## src/rtl/co2_params.svh

```systemverilog
`ifndef CO2_PARAMS_SVH
`define CO2_PARAMS_SVH

`define CLK_KHZ       125000
`define PERIOD_MS     500
`define PERIOD_CYC    (`PERIOD_MS * `CLK_KHZ)
`define READY_US      16500
`define READY_CYC     (`READY_US * `CLK_KHZ / 1000)
`define SETUP_MS      14
`define SETUP_CYC     (`SETUP_MS * `CLK_KHZ)
`define FIRST_MIN_MS  800
`define FIRST_MIN_CYC (`FIRST_MIN_MS * `CLK_KHZ)
`define BAUD_RATE     9600
`define BAUD_CYC      (`CLK_KHZ * 1000 / `BAUD_RATE)
`define STRAP_WAIT    3'h4
`define FULL_SCALE    16'h07D0
`define FRESH_RST     16'h0190
`define FILT_RST      8'h10
`define FILT_MIN      8'h01
`define CONC_W        16
`define FRAC_W        8

`endif

```

## src/rtl/co2_pkg.sv

```systemverilog
`include "co2_params.svh"

package co2_pkg;

  typedef enum logic [2:0] {
    OP_NOP        = 3'h0,
    OP_SET_FILT   = 3'h1,
    OP_SET_KNOWN  = 3'h2,
    OP_ZERO_KNOWN = 3'h3,
    OP_ZERO_N2    = 3'h4,
    OP_SET_FRESH  = 3'h5,
    OP_ZERO_FRESH = 3'h6,
    OP_FINE_ADJ   = 3'h7
  } op_t;

  // Gray along strap, warm-up, pulse, setup, open
  typedef enum logic [2:0] {
    ST_STRAP = 3'h0,
    ST_WARM  = 3'h1,
    ST_PULSE = 3'h3,
    ST_SETUP = 3'h2,
    ST_OPEN  = 3'h6
  } phase_t;

  typedef struct packed {
    logic                 valid;
    op_t                  op;
    logic [`CONC_W-1:0]   arg;
    logic [`CONC_W-1:0]   arg2;
  } cmd_t;

  typedef struct packed {
    logic [`CONC_W-1:0] filt;
    logic [`CONC_W-1:0] raw;
  } meas_t;

endpackage

```

## src/rtl/pin_sync.sv

```systemverilog
`timescale 1ns/100ps
`default_nettype none

module pin_sync (
  input  wire logic clk_i,    // Clock
  input  wire logic rstn_i,   // Async reset, active low
  input  wire logic ce_i,     // Clock enable
  input  wire logic pin_i,    // Asynchronous pin
  output logic      level_o   // Filtered level
);

  logic s1_reg;
  logic s2_reg;
  logic s3_reg;

  // Idle high: a floating pin is pulled up
  always_ff @(posedge clk_i or negedge rstn_i) begin
    if (!rstn_i) begin
      s1_reg  <= 1'b1;
      s2_reg  <= 1'b1;
      s3_reg  <= 1'b1;
      level_o <= 1'b1;
    end else if (ce_i) begin
      s1_reg <= pin_i;
      s2_reg <= s1_reg;
      s3_reg <= s2_reg;
      if (s2_reg == s3_reg) begin
        level_o <= s3_reg;
      end
    end
  end

endmodule // pin_sync

`default_nettype wire

```

## src/rtl/meas_filter.sv

```systemverilog
`timescale 1ns/100ps
`default_nettype none

module meas_filter #(
  parameter int CW = `CONC_W,
  parameter int FW = `FRAC_W
) (
  input  wire logic          clk_i,     // Clock
  input  wire logic          rstn_i,    // Async reset, active low
  input  wire logic          ce_i,      // Clock enable
  input  wire logic          step_i,    // New sample strobe
  input  wire logic [CW-1:0] raw_i,     // Unfiltered sample
  input  wire logic [7:0]    setting_i, // Filter setting 1..255
  output logic      [CW-1:0] filt_o     // Filtered value
);

  // Shift approximates 1/N so no divider is needed
  function automatic logic [2:0] shift_of(input logic [7:0] n);
    logic [2:0] k;
    k = 3'h0;
    for (int i = 1; i < 8; i++) begin
      if (n[i]) k = 3'(i);
    end
    return k;
  endfunction

  logic [CW+FW-1:0]        acc_reg;
  wire  [2:0]              k = shift_of(setting_i);
  wire  signed [CW+FW:0]   diff = $signed({1'b0, raw_i, {FW{1'b0}}}) - $signed({1'b0, acc_reg});
  wire  signed [CW+FW:0]   delta = diff >>> k;
  wire  [CW+FW:0]          sum = {1'b0, acc_reg} + delta;

  always_ff @(posedge clk_i or negedge rstn_i) begin
    if (!rstn_i) begin
      acc_reg <= '0;
    end else if (ce_i && step_i) begin
      acc_reg <= sum[CW+FW-1:0];
    end
  end

  assign filt_o = acc_reg[CW+FW-1:FW];

endmodule // meas_filter

`default_nettype wire

```

## src/rtl/co2_measurement_cycle_control.sv

```systemverilog
`timescale 1ns/100ps
`default_nettype none

module co2_measurement_cycle_control
  import co2_pkg::*;
#(
  parameter int unsigned      PERIOD_CYC    = `PERIOD_CYC,
  parameter int unsigned      READY_CYC     = `READY_CYC,
  parameter int unsigned      SETUP_CYC     = `SETUP_CYC,
  parameter int unsigned      FIRST_MIN_CYC = `FIRST_MIN_CYC,
  parameter int unsigned      BAUD_CYC      = `BAUD_CYC,
  parameter logic [15:0]      FULL_SCALE    = `FULL_SCALE
) (
  input  wire logic           clk_i,        // 125 MHz clock
  input  wire logic           rstn_i,       // Async reset, active low
  input  wire logic           ce_i,         // Clock enable, freezes all
  input  wire logic           if_sel_n_i,   // Interface select pin
  input  wire logic [15:0]    sample_i,     // Uncorrected front-end reading
  input  wire cmd_t           cmd_i,        // Command from serial decoder
  input  wire logic           rd_req_i,     // Data read request
  output logic                ready_o,      // Data-ready pin
  output logic                i2c_mode_o,   // 1 = I2C, 0 = UART
  output logic                mode_valid_o, // Mode strap latched
  output logic                avail_o,      // Control interface open
  output logic                baud_tick_o,  // UART bit-rate strobe
  output meas_t               meas_o,       // Latest data for host
  output logic                rd_valid_o,   // Read answered
  output logic                rd_rej_o,     // Read refused
  output logic                cmd_ack_o,    // Command done
  output logic                cmd_rej_o,    // Command refused
  output logic [7:0]          filt_set_o,   // Filter setting
  output logic signed [17:0]  zero_off_o    // Zero-point offset
);

  localparam int PW = $clog2(PERIOD_CYC + 1);
  localparam int HW = $clog2((READY_CYC > SETUP_CYC ? READY_CYC : SETUP_CYC) + 1);
  localparam int MW = $clog2(FIRST_MIN_CYC + 1);
  localparam int BW = $clog2(BAUD_CYC + 1);

  function automatic logic [15:0] clamp_conc(input logic signed [17:0] v);
    logic [15:0] r;
    if (v < 18'sh0) begin
      r = 16'h0000;
    end else if (v > $signed({2'b00, FULL_SCALE})) begin
      r = FULL_SCALE;
    end else begin
      r = v[15:0];
    end
    return r;
  endfunction

  // State
  phase_t              st_reg;
  phase_t              st_next;
  logic [2:0]          strap_cnt_reg;
  logic [PW-1:0]       per_cnt_reg;
  logic [HW-1:0]       ph_cnt_reg;
  logic [MW-1:0]       min_cnt_reg;
  logic                min_done_reg;
  logic [7:0]          meas_cnt_reg;
  logic [BW-1:0]       baud_cnt_reg;
  logic                first_seen_reg;
  logic [15:0]         known_reg;
  logic [15:0]         fresh_reg;
  logic [15:0]         raw_reg;
  logic                step_reg;
  logic                pub_reg;
  logic                pin_lvl;
  logic [15:0]         filt_w;

  pin_sync u_sync (
    .clk_i   (clk_i),
    .rstn_i  (rstn_i),
    .ce_i    (ce_i),
    .pin_i   (if_sel_n_i),
    .level_o (pin_lvl)
  );

  meas_filter u_filt (
    .clk_i     (clk_i),
    .rstn_i    (rstn_i),
    .ce_i      (ce_i),
    .step_i    (step_reg),
    .raw_i     (raw_reg),
    .setting_i (filt_set_o),
    .filt_o    (filt_w)
  );

  // Decoding
  wire running   = (st_reg != ST_STRAP);
  wire strap_now = (st_reg == ST_STRAP) && (strap_cnt_reg == `STRAP_WAIT);
  wire meas_tick = running && (per_cnt_reg == PW'(PERIOD_CYC - 1));
  wire [7:0] meas_cnt_inc = (meas_cnt_reg == 8'hFF) ? 8'hFF : meas_cnt_reg + 8'h01;
  // Warm-up gates only the first pulse; a later filter change must not stall the cycle
  wire warm_ok   = first_seen_reg || (min_done_reg && (meas_cnt_inc >= filt_set_o));
  wire fire      = meas_tick && warm_ok;
  wire pulse_end = (st_reg == ST_PULSE) && (ph_cnt_reg == HW'(READY_CYC - 1));
  wire setup_end = (st_reg == ST_SETUP) && (ph_cnt_reg == HW'(SETUP_CYC - 1));
  wire open      = (st_reg == ST_OPEN);

  wire signed [17:0] corr_sum = $signed({2'b00, sample_i}) + zero_off_o;
  wire [15:0]        corr     = clamp_conc(corr_sum);

  // Zero targets; known, N2 and fresh relative to the uncorrected reading, fine adjust relative to the current offset
  wire signed [17:0] samp_s   = $signed({2'b00, sample_i});
  wire signed [17:0] off_known = $signed({2'b00, known_reg}) - samp_s;
  wire signed [17:0] off_n2    = 18'sh0 - samp_s;
  wire signed [17:0] off_fresh = $signed({2'b00, fresh_reg}) - samp_s;
  wire signed [17:0] off_fine  = zero_off_o
                               + ($signed({2'b00, cmd_i.arg}) - $signed({2'b00, cmd_i.arg2}));

  // Command decode; only taken while the interface is open
  wire cmd_go    = cmd_i.valid && open;
  wire bad_filt  = (cmd_i.op == OP_SET_FILT) && (cmd_i.arg[15:8] != 8'h00 || cmd_i.arg[7:0] < `FILT_MIN);
  wire bad_fresh = (cmd_i.op == OP_SET_FRESH) && (cmd_i.arg > FULL_SCALE);
  wire bad_fine  = (cmd_i.op == OP_FINE_ADJ) && i2c_mode_o;
  wire cmd_ok    = cmd_go && !bad_filt && !bad_fresh && !bad_fine;
  wire cmd_bad   = cmd_i.valid && !cmd_ok;
  wire rd_ok     = rd_req_i && open && first_seen_reg;

  // Phase sequencer
  always_comb begin
    st_next = st_reg;
    case (st_reg)
      ST_STRAP: begin
        if (strap_now) st_next = ST_WARM;
      end
      ST_WARM: begin
        if (fire) st_next = ST_PULSE;
      end
      ST_PULSE: begin
        if (pulse_end) st_next = ST_SETUP;
      end
      ST_SETUP: begin
        if (fire) st_next = ST_PULSE;
        else if (setup_end) st_next = ST_OPEN;
      end
      ST_OPEN: begin
        if (fire) st_next = ST_PULSE;
      end
      default: begin
        st_next = ST_STRAP;
      end
    endcase
  end

  always_ff @(posedge clk_i or negedge rstn_i) begin
    if (!rstn_i) begin
      st_reg <= ST_STRAP;
    end else if (ce_i) begin
      st_reg <= st_next;
    end
  end

  // Strap capture, once per power cycle
  always_ff @(posedge clk_i or negedge rstn_i) begin
    if (!rstn_i) begin
      strap_cnt_reg <= 3'h0;
      i2c_mode_o    <= 1'b0;
      mode_valid_o  <= 1'b0;
    end else if (ce_i && !running) begin
      if (strap_now) begin
        i2c_mode_o   <= ~pin_lvl;
        mode_valid_o <= 1'b1;
      end else begin
        strap_cnt_reg <= strap_cnt_reg + 3'h1;
      end
    end
  end
  // Nothing rewrites the mode after strap capture

  // Period, phase and warm-up timers
  always_ff @(posedge clk_i or negedge rstn_i) begin
    if (!rstn_i) begin
      per_cnt_reg <= '0;
    end else if (ce_i && running) begin
      per_cnt_reg <= meas_tick ? '0 : per_cnt_reg + PW'(1);
    end
  end

  always_ff @(posedge clk_i or negedge rstn_i) begin
    if (!rstn_i) begin
      ph_cnt_reg <= '0;
    end else if (ce_i) begin
      if (st_next != st_reg || fire) ph_cnt_reg <= '0;
      else ph_cnt_reg <= ph_cnt_reg + HW'(1);
    end
  end

  // Warm-up ends at 0.8 s and after filter-setting measurements
  always_ff @(posedge clk_i or negedge rstn_i) begin
    if (!rstn_i) begin
      min_cnt_reg  <= '0;
      min_done_reg <= 1'b0;
      meas_cnt_reg <= 8'h00;
    end else if (ce_i) begin
      if (!min_done_reg) begin
        min_cnt_reg  <= min_cnt_reg + MW'(1);
        min_done_reg <= (min_cnt_reg == MW'(FIRST_MIN_CYC - 1));
      end
      if (meas_tick) meas_cnt_reg <= meas_cnt_inc;
    end
  end

  // Measurement capture and published data
  always_ff @(posedge clk_i or negedge rstn_i) begin
    if (!rstn_i) begin
      raw_reg  <= 16'h0000;
      step_reg <= 1'b0;
      pub_reg  <= 1'b0;
    end else if (ce_i) begin
      step_reg <= meas_tick;
      pub_reg  <= step_reg;
      if (meas_tick) raw_reg <= corr;
    end
  end

  // Published one cycle after the filter steps, so both match
  always_ff @(posedge clk_i or negedge rstn_i) begin
    if (!rstn_i) begin
      meas_o <= '0;
    end else if (ce_i && pub_reg) begin
      meas_o.raw  <= raw_reg;
      meas_o.filt <= filt_w;
    end
  end

  // Data-ready and availability
  always_ff @(posedge clk_i or negedge rstn_i) begin
    if (!rstn_i) begin
      ready_o        <= 1'b0;
      avail_o        <= 1'b0;
      first_seen_reg <= 1'b0;
    end else if (ce_i) begin
      ready_o <= (st_next == ST_PULSE);
      avail_o <= (st_next == ST_OPEN);
      if (st_reg == ST_PULSE) first_seen_reg <= 1'b1;
    end
  end

  // Read answers
  always_ff @(posedge clk_i or negedge rstn_i) begin
    if (!rstn_i) begin
      rd_valid_o <= 1'b0;
      rd_rej_o   <= 1'b0;
    end else if (ce_i) begin
      rd_valid_o <= rd_ok;
      rd_rej_o   <= rd_req_i && !rd_ok;
    end
  end

  // Configuration and calibration
  always_ff @(posedge clk_i or negedge rstn_i) begin
    if (!rstn_i) begin
      filt_set_o <= `FILT_RST;
      known_reg  <= 16'h0000;
      fresh_reg  <= `FRESH_RST;
      zero_off_o <= 18'sh0;
    end else if (ce_i && cmd_ok) begin
      case (cmd_i.op)
        OP_SET_FILT:   filt_set_o <= cmd_i.arg[7:0];
        OP_SET_KNOWN:  known_reg  <= cmd_i.arg;
        OP_ZERO_KNOWN: zero_off_o <= off_known;
        OP_ZERO_N2:    zero_off_o <= off_n2;
        OP_SET_FRESH:  fresh_reg  <= cmd_i.arg;
        OP_ZERO_FRESH: zero_off_o <= off_fresh;
        OP_FINE_ADJ:   zero_off_o <= off_fine;
        default:       known_reg  <= known_reg;
      endcase
    end
  end

  always_ff @(posedge clk_i or negedge rstn_i) begin
    if (!rstn_i) begin
      cmd_ack_o <= 1'b0;
      cmd_rej_o <= 1'b0;
    end else if (ce_i) begin
      cmd_ack_o <= cmd_ok;
      cmd_rej_o <= cmd_bad;
    end
  end

  // Fixed bit-rate strobe, UART mode only; no rate register exists
  always_ff @(posedge clk_i or negedge rstn_i) begin
    if (!rstn_i) begin
      baud_cnt_reg <= '0;
      baud_tick_o  <= 1'b0;
    end else if (ce_i) begin
      if (mode_valid_o && !i2c_mode_o) begin
        baud_tick_o  <= (baud_cnt_reg == BW'(BAUD_CYC - 1));
        baud_cnt_reg <= (baud_cnt_reg == BW'(BAUD_CYC - 1)) ? '0 : baud_cnt_reg + BW'(1);
      end else begin
        baud_tick_o  <= 1'b0;
        baud_cnt_reg <= '0;
      end
    end
  end

endmodule // co2_measurement_cycle_control

`default_nettype wire

```

## config.mk

```make
export PLATFORM = sky130hd
export DESIGN_NAME = co2_measurement_cycle_control
export DESIGN_NICKNAME = d
export VERILOG_FILES = /design/src/rtl/co2_pkg.sv /design/src/rtl/pin_sync.sv /design/src/rtl/meas_filter.sv /design/src/rtl/co2_measurement_cycle_control.sv
export VERILOG_INCLUDE_DIRS = /design/src /design/src/rtl
export SDC_FILE = /design/constraint.sdc
export NUM_CORES = 1
export LEC_CHECK = 0
export ABC_AREA = 0
export ABC_CLOCK_PERIOD_IN_PS = 4800
export BUFFER_PORTS_ARGS = -buffer_cell sky130_fd_sc_hd__buf_2
export CAP_MARGIN = 20
export CORE_ASPECT_RATIO = 1.1
export CORE_MARGIN = 2
export CORE_UTILIZATION = 46
export CTS_CLUSTER_SIZE = 10
export DETAILED_ROUTE_END_ITERATION = 16
export HOLD_SLACK_MARGIN = 0.1
export MAX_ROUTING_LAYER = met4
export PLACE_DENSITY_LB_ADDON = 0.3
export SYNTH_ARGS = -nofsm -noshare
export SYNTH_HDL_FRONTEND = slang
export SYNTH_SLANG_ARGS = --single-unit
```

## constraint.sdc

```tcl
create_clock -name clk_i -period 4.8 [get_ports clk_i]
set_input_delay 0.48 -clock clk_i [delete_from_list [all_inputs] [get_ports clk_i]]
set_output_delay 0.48 -clock clk_i [all_outputs]
set_load 0.01 [all_outputs]
```

== Yosys cells after proc, flatten, opt, wreduce, memory -nomap -nowiden ==
Cells that the tools add are included.
Widths: inputs -> output; s select.

* Word-level logic and storage cells: 148
* Flip-flop bits (word level): 249

* Eq/ne operators: 22
* Shifts and indexed selects: 1
* $add $sub $neg: 14
* Reductions and logical operators: 48
* Multiplexer cells: 23
* $lt $le $gt $ge: 5
* Bitwise operators: 3

{| class="wikitable"
|+ Operators with widths
! operator !! count
|-
| $pmux 18 s4 || 1
|-
| $sub 16x16->17 || 3
|-
| $eq 21x21->1 const B || 2
|-
| $mux 3 || 11
|-
| $mux 16 || 2
|-
| $mux 14 || 2
|-
| $add 27x1->27 const B || 1
|-
| $eq 27x27->1 const B || 1
|-
| $add 26x1->26 const B || 1
|-
| $eq 26x26->1 const B || 1
|-
| $mux 26 || 1
|-
| $sshr 25x3->24 || 1
|-
| $sub 24x24->25 || 1
|-
| $add 24x24->24 || 1
|-
| $logic_and 1x1->1 || 23
|-
| $add 21x1->21 const B || 1
|-
| $eq 3x3->1 const B || 7
|-
| $mux 21 || 1
|-
| $reduce_and 2->1 || 10
|-
| $add 17x18->18 || 1
|-
| $add 18x17->18 || 1
|-
| $gt 18x12->1 const B || 1
|-
| $lt 18x1->1 const B || 1
|-
| $sub 1x16->17 const A || 1
|-
| other kinds (23) || 40
|}

== Depth between registers and ports, before layout ==
Gate-level depths: netlist of run 1.

* Depth after elaboration: 11
* Gate-level depth with buffers: 23
* Gate-level depth less buffers: 23

== Hierarchy ==
From an unflattened synthesis of run 1, not the netlist that was laid out.

* Cells, all modules: 2095
* Area total of the unflattened synthesis: 18819.3 µm²

{| class="wikitable"
|+ By module, submodules not included
! module !! cells each !! area an instance (µm²) !! sequential area each (µm²) !! instances
|-
| co2_measurement_cycle_control || 1532 || 14458.9 || 5535.3 || 1
|-
| meas_filter || 553 || 4199.0 || 600.6 || 1
|-
| pin_sync || 10 || 161.4 || 105.1 || 1
|}

== Least setup slack after synthesis of run 1 ==
No wires, ideal clock.

* Path type: reg2reg
* From: register filt_set_o[4]
* To: register u_filt.acc_reg[20]
* Required time: 4.667 ns
* Path buffers: 1
* Setup slack: -0.022 ns
* Stages on the path, launching flop included: 24
* Arrival time: 4.688 ns
* Cells stage by stage: dfstp_2 inv_1 o21ai_0 a21oi_1 or2_2 clkbuf_1 and4b_1 a2111o_1 a21oi_1 nor2_1 nor2_1 mux2i_1 ha_1 fa_1 a21o_1 a21oi_1 o21ba_2 o21ai_0 o211ai_1 a41oi_1 or4_1 a31oi_1 xor2_1 o21ai_0

* Longest elaborated chain between the ends: 6

{| class="wikitable"
|+ Ends and longest elaborated chain
! item !! RTL line !! text
|-
| start, declared || co2_measurement_cycle_control.sv:31 || <nowiki>output logic [7:0] filt_set_o,</nowiki>
|-
| start signal, assigned || co2_measurement_cycle_control.sv:255 || <nowiki>filt_set_o <= `FILT_RST;</nowiki>
|-
| start signal, assigned || co2_measurement_cycle_control.sv:261 || <nowiki>OP_SET_FILT: filt_set_o <= cmd_i.arg[7:0];</nowiki>
|-
| $mux 3 (4 in series) || meas_filter.sv:22 || <nowiki>if (n[i]) k = 3'(i);</nowiki>
|-
| $sshr 25x3->24 || meas_filter.sv:30 || <nowiki>wire signed [CW+FW:0] delta = diff >>> k;</nowiki>
|-
| $add 24x24->24 || meas_filter.sv:31 || <nowiki>wire [CW+FW:0] sum = {1'b0, acc_reg} + delta;</nowiki>
|-
| end signal, assigned || meas_filter.sv:37 || <nowiki>acc_reg <= sum[CW+FW-1:0];</nowiki>
|-
| end, declared || meas_filter.sv:27 || <nowiki>logic [CW+FW-1:0] acc_reg;</nowiki>
|}

No other way between the ends.
A chain may end at the register's enable or synchronous reset.

== Final worst setup path of run 1 ==
* From: register u_filt.acc_reg[8]
* To: register u_filt.acc_reg[23]

* Longest elaborated chain between the ends: 3

{| class="wikitable"
|+ Ends and longest elaborated chain
! item !! RTL line !! text
|-
| $sub 24x24->25 || meas_filter.sv:29 || <nowiki>wire signed [CW+FW:0] diff = $signed({1'b0, raw_i, {FW{1'b0}}}) - $signed({1'b0, acc_reg});</nowiki>
|-
| $sshr 25x3->24 || meas_filter.sv:30 ||
|-
| $add 24x24->24 * || meas_filter.sv:31 ||
|}

Every way passes the cells marked *; elsewhere a longest branch is shown, timed or not.

==> impl_metrics.yaml, run 1 <==
status:
  status: "completed"
route:
  viasPerCell: 5.75
  drt_wl_total_mm: 48.7
  wl_per_cell_um: 17.6
  vias: 15900
  initialDrtViolationCount: 1044
  first_pass_iters: 5
  post-route-drc-count: 0
  ant_nets: 0
clocking:
  clk_path_buf_depth: 3
  clk_pin_slew_ns: 0.06
  clk_latency_ns: 0.59
  root_buffer: "clkbuf_16"
  clock-sinks: 249
  ctsHtreeMaxLevel: 1
  cts_buffers: 31
  tritoncts: "yes"
sta:
  timing.final.crit_share_pct: 97.8
  finalHoldWorstSlack_ns: 0.156
  hold_viol: 0
  rsz0062_at_grt: "yes"
  finalClockSkew_ns: 0.0383
  setup_tns_ns: 0
  setup_violations: 0
  worst_slew_pin_slew_ns: 1.08
  relSlewSlack_pct: 27.7
  max_clock_freq_mhz: 213
  finalCriticalPeriod_ns: 4.69
  slew_violations: 0
placed_design:
  place_area_um2: 19700
  gp_congestion: 0.937
  dpl.cell_count: 2698
  port_buffers: 123
  dp_hpwl_mm: 37.6
critical_path:
  path_max_fanout: 4
  crit_path_frequent_cell: "mux2i_1"
  crit_chain: "inv_2 > ha_1 > nor4b_4 > buf_4 > nand4_1 > nand3_2 > nand2_2 > o31ai_4 > a311oi_1 > nor2_1 > mux2i_1 > mux2_2 > mux2i_1 > ha_1 > a21o_1 > or3_1 > a311oi_2 > buf_4 > o311ai_2 > nand2_1 > nor2_1 > mux2i_1 > xnor2_1"
  slowest_delay_ns: 0.39
  cp_slowest_cell: "dfrtp_1"
  crit_type: "flip-flop to flip-flop"
  setup.worst_path.start_class: "flip-flop"
  crit_required_ns: 5.31
  arrival_ns: 5.21
  end_kind: "flip-flop"
logic_synthesis:
  synth.avg_cell_area_um2: 8.80
  synth_nets: 2267
  yosys.area.top_type_share_pct: 33.2
  ys_types: 92
  ys_ff_latch: 249
  yosys_warnings: 0
  ys.flop_type: "dfrtp_1"
  synthArstFlopShare_pct: 100
  syn_area_um2: 18200
  synth_commonest_cells: "dfrtp_1 (241), nand2_1 (210), nor2_1 (178)"
  synth_cells: 2067
  synthTopCellsByArea: "dfrtp_1 (33%), ha_1 (9.4%), xnor2_1 (5.4%), nand2_1 (4.3%), o21ai_0 (4.1%)"
  synth_most_common_cell: "dfrtp_1"
  synth_top_area_cell: "dfrtp_1"
  ys_seq_area_share_pct: 34.3
  synth_edf_count: 0
grt:
  grt_pass1_vias: 15500
  grt_max_degree: 131
  grt_pass1_wl_mm: 78.2
  antenna_found_initial: 0
  grt_busiest_layer: "met2"
  gr-total-overflow: 0
  grtUsageMet3_pct: 2.92
  use_met1_pct: 30.1
  grt_use_met2_pct: 39.4
  grt_usage_pct: 23.8
layout:
  fin_cells: 2768
  diodes: 0
  fin_area_um2: 21000
  drive_above_1_share_pct: 17.0
  area_growth_pct: 15.2
  fillerInstances: 3536
  final_util_pct: 53.6
  nets: 2436
  largest_reg_flops: 32
floorplanning:
  initial_utilization_pct: 46.5
  fp.dieW_um: 194
  io_pins: 124
  die_area_um2: 41100
  fp-row-count: 76
  core_um2: 39100
  die_h_um: 213
worst_hold_path:
  hp-class: "input pin to flip-flop"
power:
  powerDensity_nw_per_um2: 291
  ir_drop_mv: 0.281
  power_leakage_uw: 0.0101
flow_run:
  drv_cap: 0
[routing by layer]
layer / up-vias / wire, µm
met1: 7666 / 21600
met5: - / 0
met4: 0 / 1650
met3: 105 / 2480
li1: 7724 / -
met2: 428 / 23000
[layout by cell type (no fill, tap or decap), types with 15 or more instances in the layout]
cell type and n:
nand4_1 31, mux2_2 60, nand3_1 68, a21oi_1 101, nor3_1 40, buf_4 66
a21o_1 42, inv_1 122, and3_1 24, xnor2_1 112, a31oi_1 18, dfrtp_1 240
clkbuf_1 17, nand2b_1 29, o21ai_0 142, mux2i_1 41, and2_1 20, nor2_1 178
o21a_1 17, nor2b_1 30, ha_1 130, o22ai_1 16, xor2_1 65, nand2_1 209
clkbuf_16 31, buf_2 122, nor4_1 15
[cell families (layout without fill, tap and decap cells)]
logic type,count (synthesis),count (layout),synth area share [%]
AND/OR/NAND/NOR,718,718,19.4
multiplexers,102,102,6.03
AO/OA/AOI/OAI,498,498,17.8
buffers and inverters,179,373,3.81
adder cells (fa/ha/maj),143,143,10.1
flip-flops,249,249,34.3
XOR/XNOR,178,178,8.62
[worst max-delay path, delay by kind of cell (launching register included)]
family / cells / cell delay, ns
fa+ha+maj: 2 / 0.60
buf+inv: 3 / 0.40
compound gates: 5 / 1.02
simple gates: 8 / 1.25
flops: 1 / 0.39
mux: 4 / 0.83
xor+xnor: 1 / 0.13
[metrics by stage]
step	total power, µW	setup WS (ns)
2_1_floorplan	3380	0.00617
6_report	6090	0.106
3_3_place_gp	3760	-0.0108
5_1_grt	6430	-0.118
3_5_place_dp	3800	-0.196
4_1_cts	6090	0.0270
[cell type report]
| type | count | area, µm² | area share, % |
|---|---|---|---|
| clock buffer | 51 | 881 | 4.20 |
| clock inverter | 7 | 88.8 | 0.424 |
| inverter | 123 | 462 | 2.20 |
| multi-input combinational | 1639 | 11500 | 54.8 |
| sequential | 249 | 6240 | 29.8 |
| tap | 507 | 634 | 3.03 |
| timing repair buffer | 192 | 1160 | 5.55 |
[final timing paths]
check                      cells after the start                        endpoint                          start  slack [ns]
min                                            2       u_sync.s1_reg$_DFFE_PN1P_                     if_sel_n_i        0.16
max in group asynchronous                      3      min_cnt_reg[7]$_DFFE_PN0P_                         rstn_i        3.18
max                                           23  u_filt.acc_reg[23]$_DFFE_PN0P_  u_filt.acc_reg[8]$_DFFE_PN0P_        0.11
max reg2reg                                   23  u_filt.acc_reg[23]$_DFFE_PN0P_  u_filt.acc_reg[8]$_DFFE_PN0P_        0.11
min in group asynchronous                      2          meas_o[12]$_DFFE_PN0P_                         rstn_i        0.45
min reg2reg                                    1     min_cnt_reg[26]$_DFFE_PN0P_    min_cnt_reg[26]$_DFFE_PN0P_        0.46
[repair_timing]
| action | CTS | global route |
|---|---|---|
| gates resized for setup | 6 | 40 |
| setup endpoints to repair | 4 | 9 |
| hold buffers | 1 | 0 |
| pin swaps | 1 | 24 |
| hold endpoints to repair | 76 | 0 |
| setup buffers | 1 | 10 |
[where the power goes]
group,internal [µW],switching (µW),total [µW],leakage [µW]
registers,2220,126,2340,0.00333
logic,645,853,1500,0.00631
clock network,1350,904,2250,0.000472
Note: power is estimated with default switching activity, not from simulation.
==> run 2, diff against run 1 <==
--- a/config.mk
+++ b/config.mk
@@ -12,7 +12,7 @@
 export CAP_MARGIN = 20
 export CORE_ASPECT_RATIO = 1.1
 export CORE_MARGIN = 2
-export CORE_UTILIZATION = 46
+export CORE_UTILIZATION = 45
 export CTS_CLUSTER_SIZE = 10
 export DETAILED_ROUTE_END_ITERATION = 16
 export HOLD_SLACK_MARGIN = 0.1
==> impl_metrics.yaml, run 2 (synthesized netlist as in run 1, its figures left out) <==
floorplanning:
  io_pins: 124
  initial_utilization_pct: 45.5
  die_area_um2: 42000
  die_h_um: 215
  core_um2: 40000
  fp.dieW_um: 196
  fp-row-count: 77
sta:
  hold_viol: 0
  final.setup.worst_slack_ns: 0.0652
  setup_violations: 0
  finalClockSkew_ns: 0.0208
  max_clock_freq_mhz: 211
  slew_violations: 0
  timing.final.crit_share_pct: 98.6
  relSlewSlack_pct: 37.3
  rsz0062_at_grt: "yes"
  worst_slew_pin_slew_ns: 0.938
  finalCriticalPeriod_ns: 4.73
critical_path:
  end_kind: "flip-flop"
  crit_required_ns: 5.25
  rr_worst_depth: 21
  arrival_ns: 5.19
  setup.worst_path.start_class: "flip-flop"
  path_max_fanout: 4
  crit_type: "flip-flop to flip-flop"
  reg2reg_setup_slack_ns: 0.07
layout:
  layout_commonest_cell: "dfrtp_1"
  area_growth_pct: 14.7
  largest_reg_flops: 32
  fillerInstances: 3665
  layout_common_cells: "dfrtp_1 (241), nand2_1 (209), nor2_1 (178), o21ai_0 (143), ha_1 (135)"
  drive_above_1_share_pct: 16.1
  nets: 2434
  diodes: 0
flow_run:
  drv_cap: 0
clocking:
  clock-sinks: 249
  tritoncts: "yes"
  clk_pin_slew_ns: 0.06
  clk_latency_ns: 0.58
  root_buffer: "clkbuf_16"
  clk_path_buf_depth: 3
  cts_buffers: 31
  ctsHtreeMaxLevel: 1
route:
  drt_wl_total_mm: 48.7
  wl_per_cell_um: 17.6
  initialDrtViolationCount: 1040
  viasPerCell: 5.73
  ant_nets: 0
  vias: 15900
  first_pass_iters: 5
  post-route-drc-count: 0
placed_design:
  port_buffers: 123
  pre_cts_slack_ns: -0.157
  gp_congestion: 0.952
  dp_hpwl_mm: 37.5
power:
  seqPwrFrac_pct: 38.7
  clkPwrFrac_pct: 36.9
  power_leakage_uw: 0.0101
  internal-power_uw: 4190
  swShare_pct: 30.9
  powerDensity_nw_per_um2: 291
  ir_drop_mv: 0.244
  power.switching_uw: 1880
  comb_power_share_pct: 24.5
  power_uw: 6070
grt:
  gr-total-overflow: 0
  antenna_found_initial: 0
  grt_usage_pct: 23.7
  grt_pass1_vias: 15600
  grt_pass1_wl_mm: 79.4
  grt_max_degree: 100
worst_hold_path:
  hp-class: "input pin to flip-flop"
  worstHoldPathCells: 2
status:
  status: "completed"
run 2: changes by cell type in the layout (fill, tap and decap cells not counted), moves of 2 or more:
cell / before / now
ha_4: 4 / 1
o31ai_2: 3 / 1
ha_2: 3 / 1
a21oi_2: 8 / 4
ha_1: 130 / 135
o31ai_1: 13 / 15
a21oi_1: 101 / 105
o311ai_1: 0 / 2
o21ai_2: 4 / 2
run 2: final cells by class:
| type | instances | area (µm²) | area share [%] |
|---|---|---|---|
| flip-flops and latches | 249 | 6240 | 29.9 |
| multi-input cells | 1639 | 11400 | 54.7 |
| repair buffers | 190 | 1140 | 5.49 |
| clock inverters | 7 | 92.6 | 0.444 |
| clock buffers | 51 | 871 | 4.18 |
| well taps | 513 | 642 | 3.08 |
| inverters | 123 | 462 | 2.21 |
run 2: worst paths after layout:
path,startpoint,endpoint
setup / recovery,u_filt.acc_reg[10]$_DFFE_PN0P_,u_filt.acc_reg[19]$_DFFE_PN0P_
hold / removal,if_sel_n_i,u_sync.s1_reg$_DFFE_PN1P_
setup reg to reg,u_filt.acc_reg[10]$_DFFE_PN0P_,u_filt.acc_reg[19]$_DFFE_PN0P_
hold reg to reg,min_cnt_reg[26]$_DFFE_PN0P_,min_cnt_reg[26]$_DFFE_PN0P_
max in group asynchronous,rstn_i,raw_reg[0]$_DFFE_PN0P_
min in group asynchronous,rstn_i,meas_o[21]$_DFFE_PN0P_
run 2: power by group through the flow:
stage | logic (µW) | clock network, µW | registers, µW
2_1_floorplan | 1030 | 0 | 2350
3_3_place_gp | 1390 | 0 | 2370
3_5_place_dp | 1420 | 0 | 2380
4_1_cts | 1440 | 2300 | 2340
5_1_grt | 1660 | 2390 | 2360
6_report | 1490 | 2240 | 2350
run 2: worst max-delay path: stages, from the launching register on:
cell and delay [ns]:
dfrtp_1 0.37, inv_1 0.07, ha_1 0.34, and2_1 0.19, a221oi_2 0.32, nand3_2 0.15
nand2_2 0.11, o31ai_4 0.08, a2111oi_1 0.37, a211o_1 0.18, mux2i_1 0.09, mux2_2 0.29
mux2i_1 0.19, ha_1 0.30, a21o_1 0.18, or3_4 0.34, a311oi_4 0.36, nor3_2 0.10
o21a_1 0.22, nor2_1 0.13, xor2_1 0.16, o21ai_1 0.07
run 2: repair_timing:
action	4_1_cts	5_1_grt
pin swaps	2	19
hold endpoints to repair	67	0
resized for setup	2	26
setup buffers	1	7
hold buffers	1	0
setup endpoints to repair	4	9
run 2: metrics by stage:
step	instances	setup TNS [ns]	cell area (µm²)	util [%]	hold slack [ns]
after global routing	2772	-0.622	20800	52.1	0.153
final	2772	0	20800	52.1	0.161
after detailed placement	2705	-0.259	19700	49.3	0.455
after floorplan	2067	0	18200	-	0.184
after global placement	2705	0	19700	49.3	0.453
after CTS	2765	0	20700	51.7	0.140
run 2: routing by layer:
layer  share of wire [%]  track usage, %  wire, µm
met3                 5.2            3.01      2560
met1                  44            30.4     21600
met2                  48            39.0     23100
met4                 2.9            7.58      1430
met5                   0               -         0
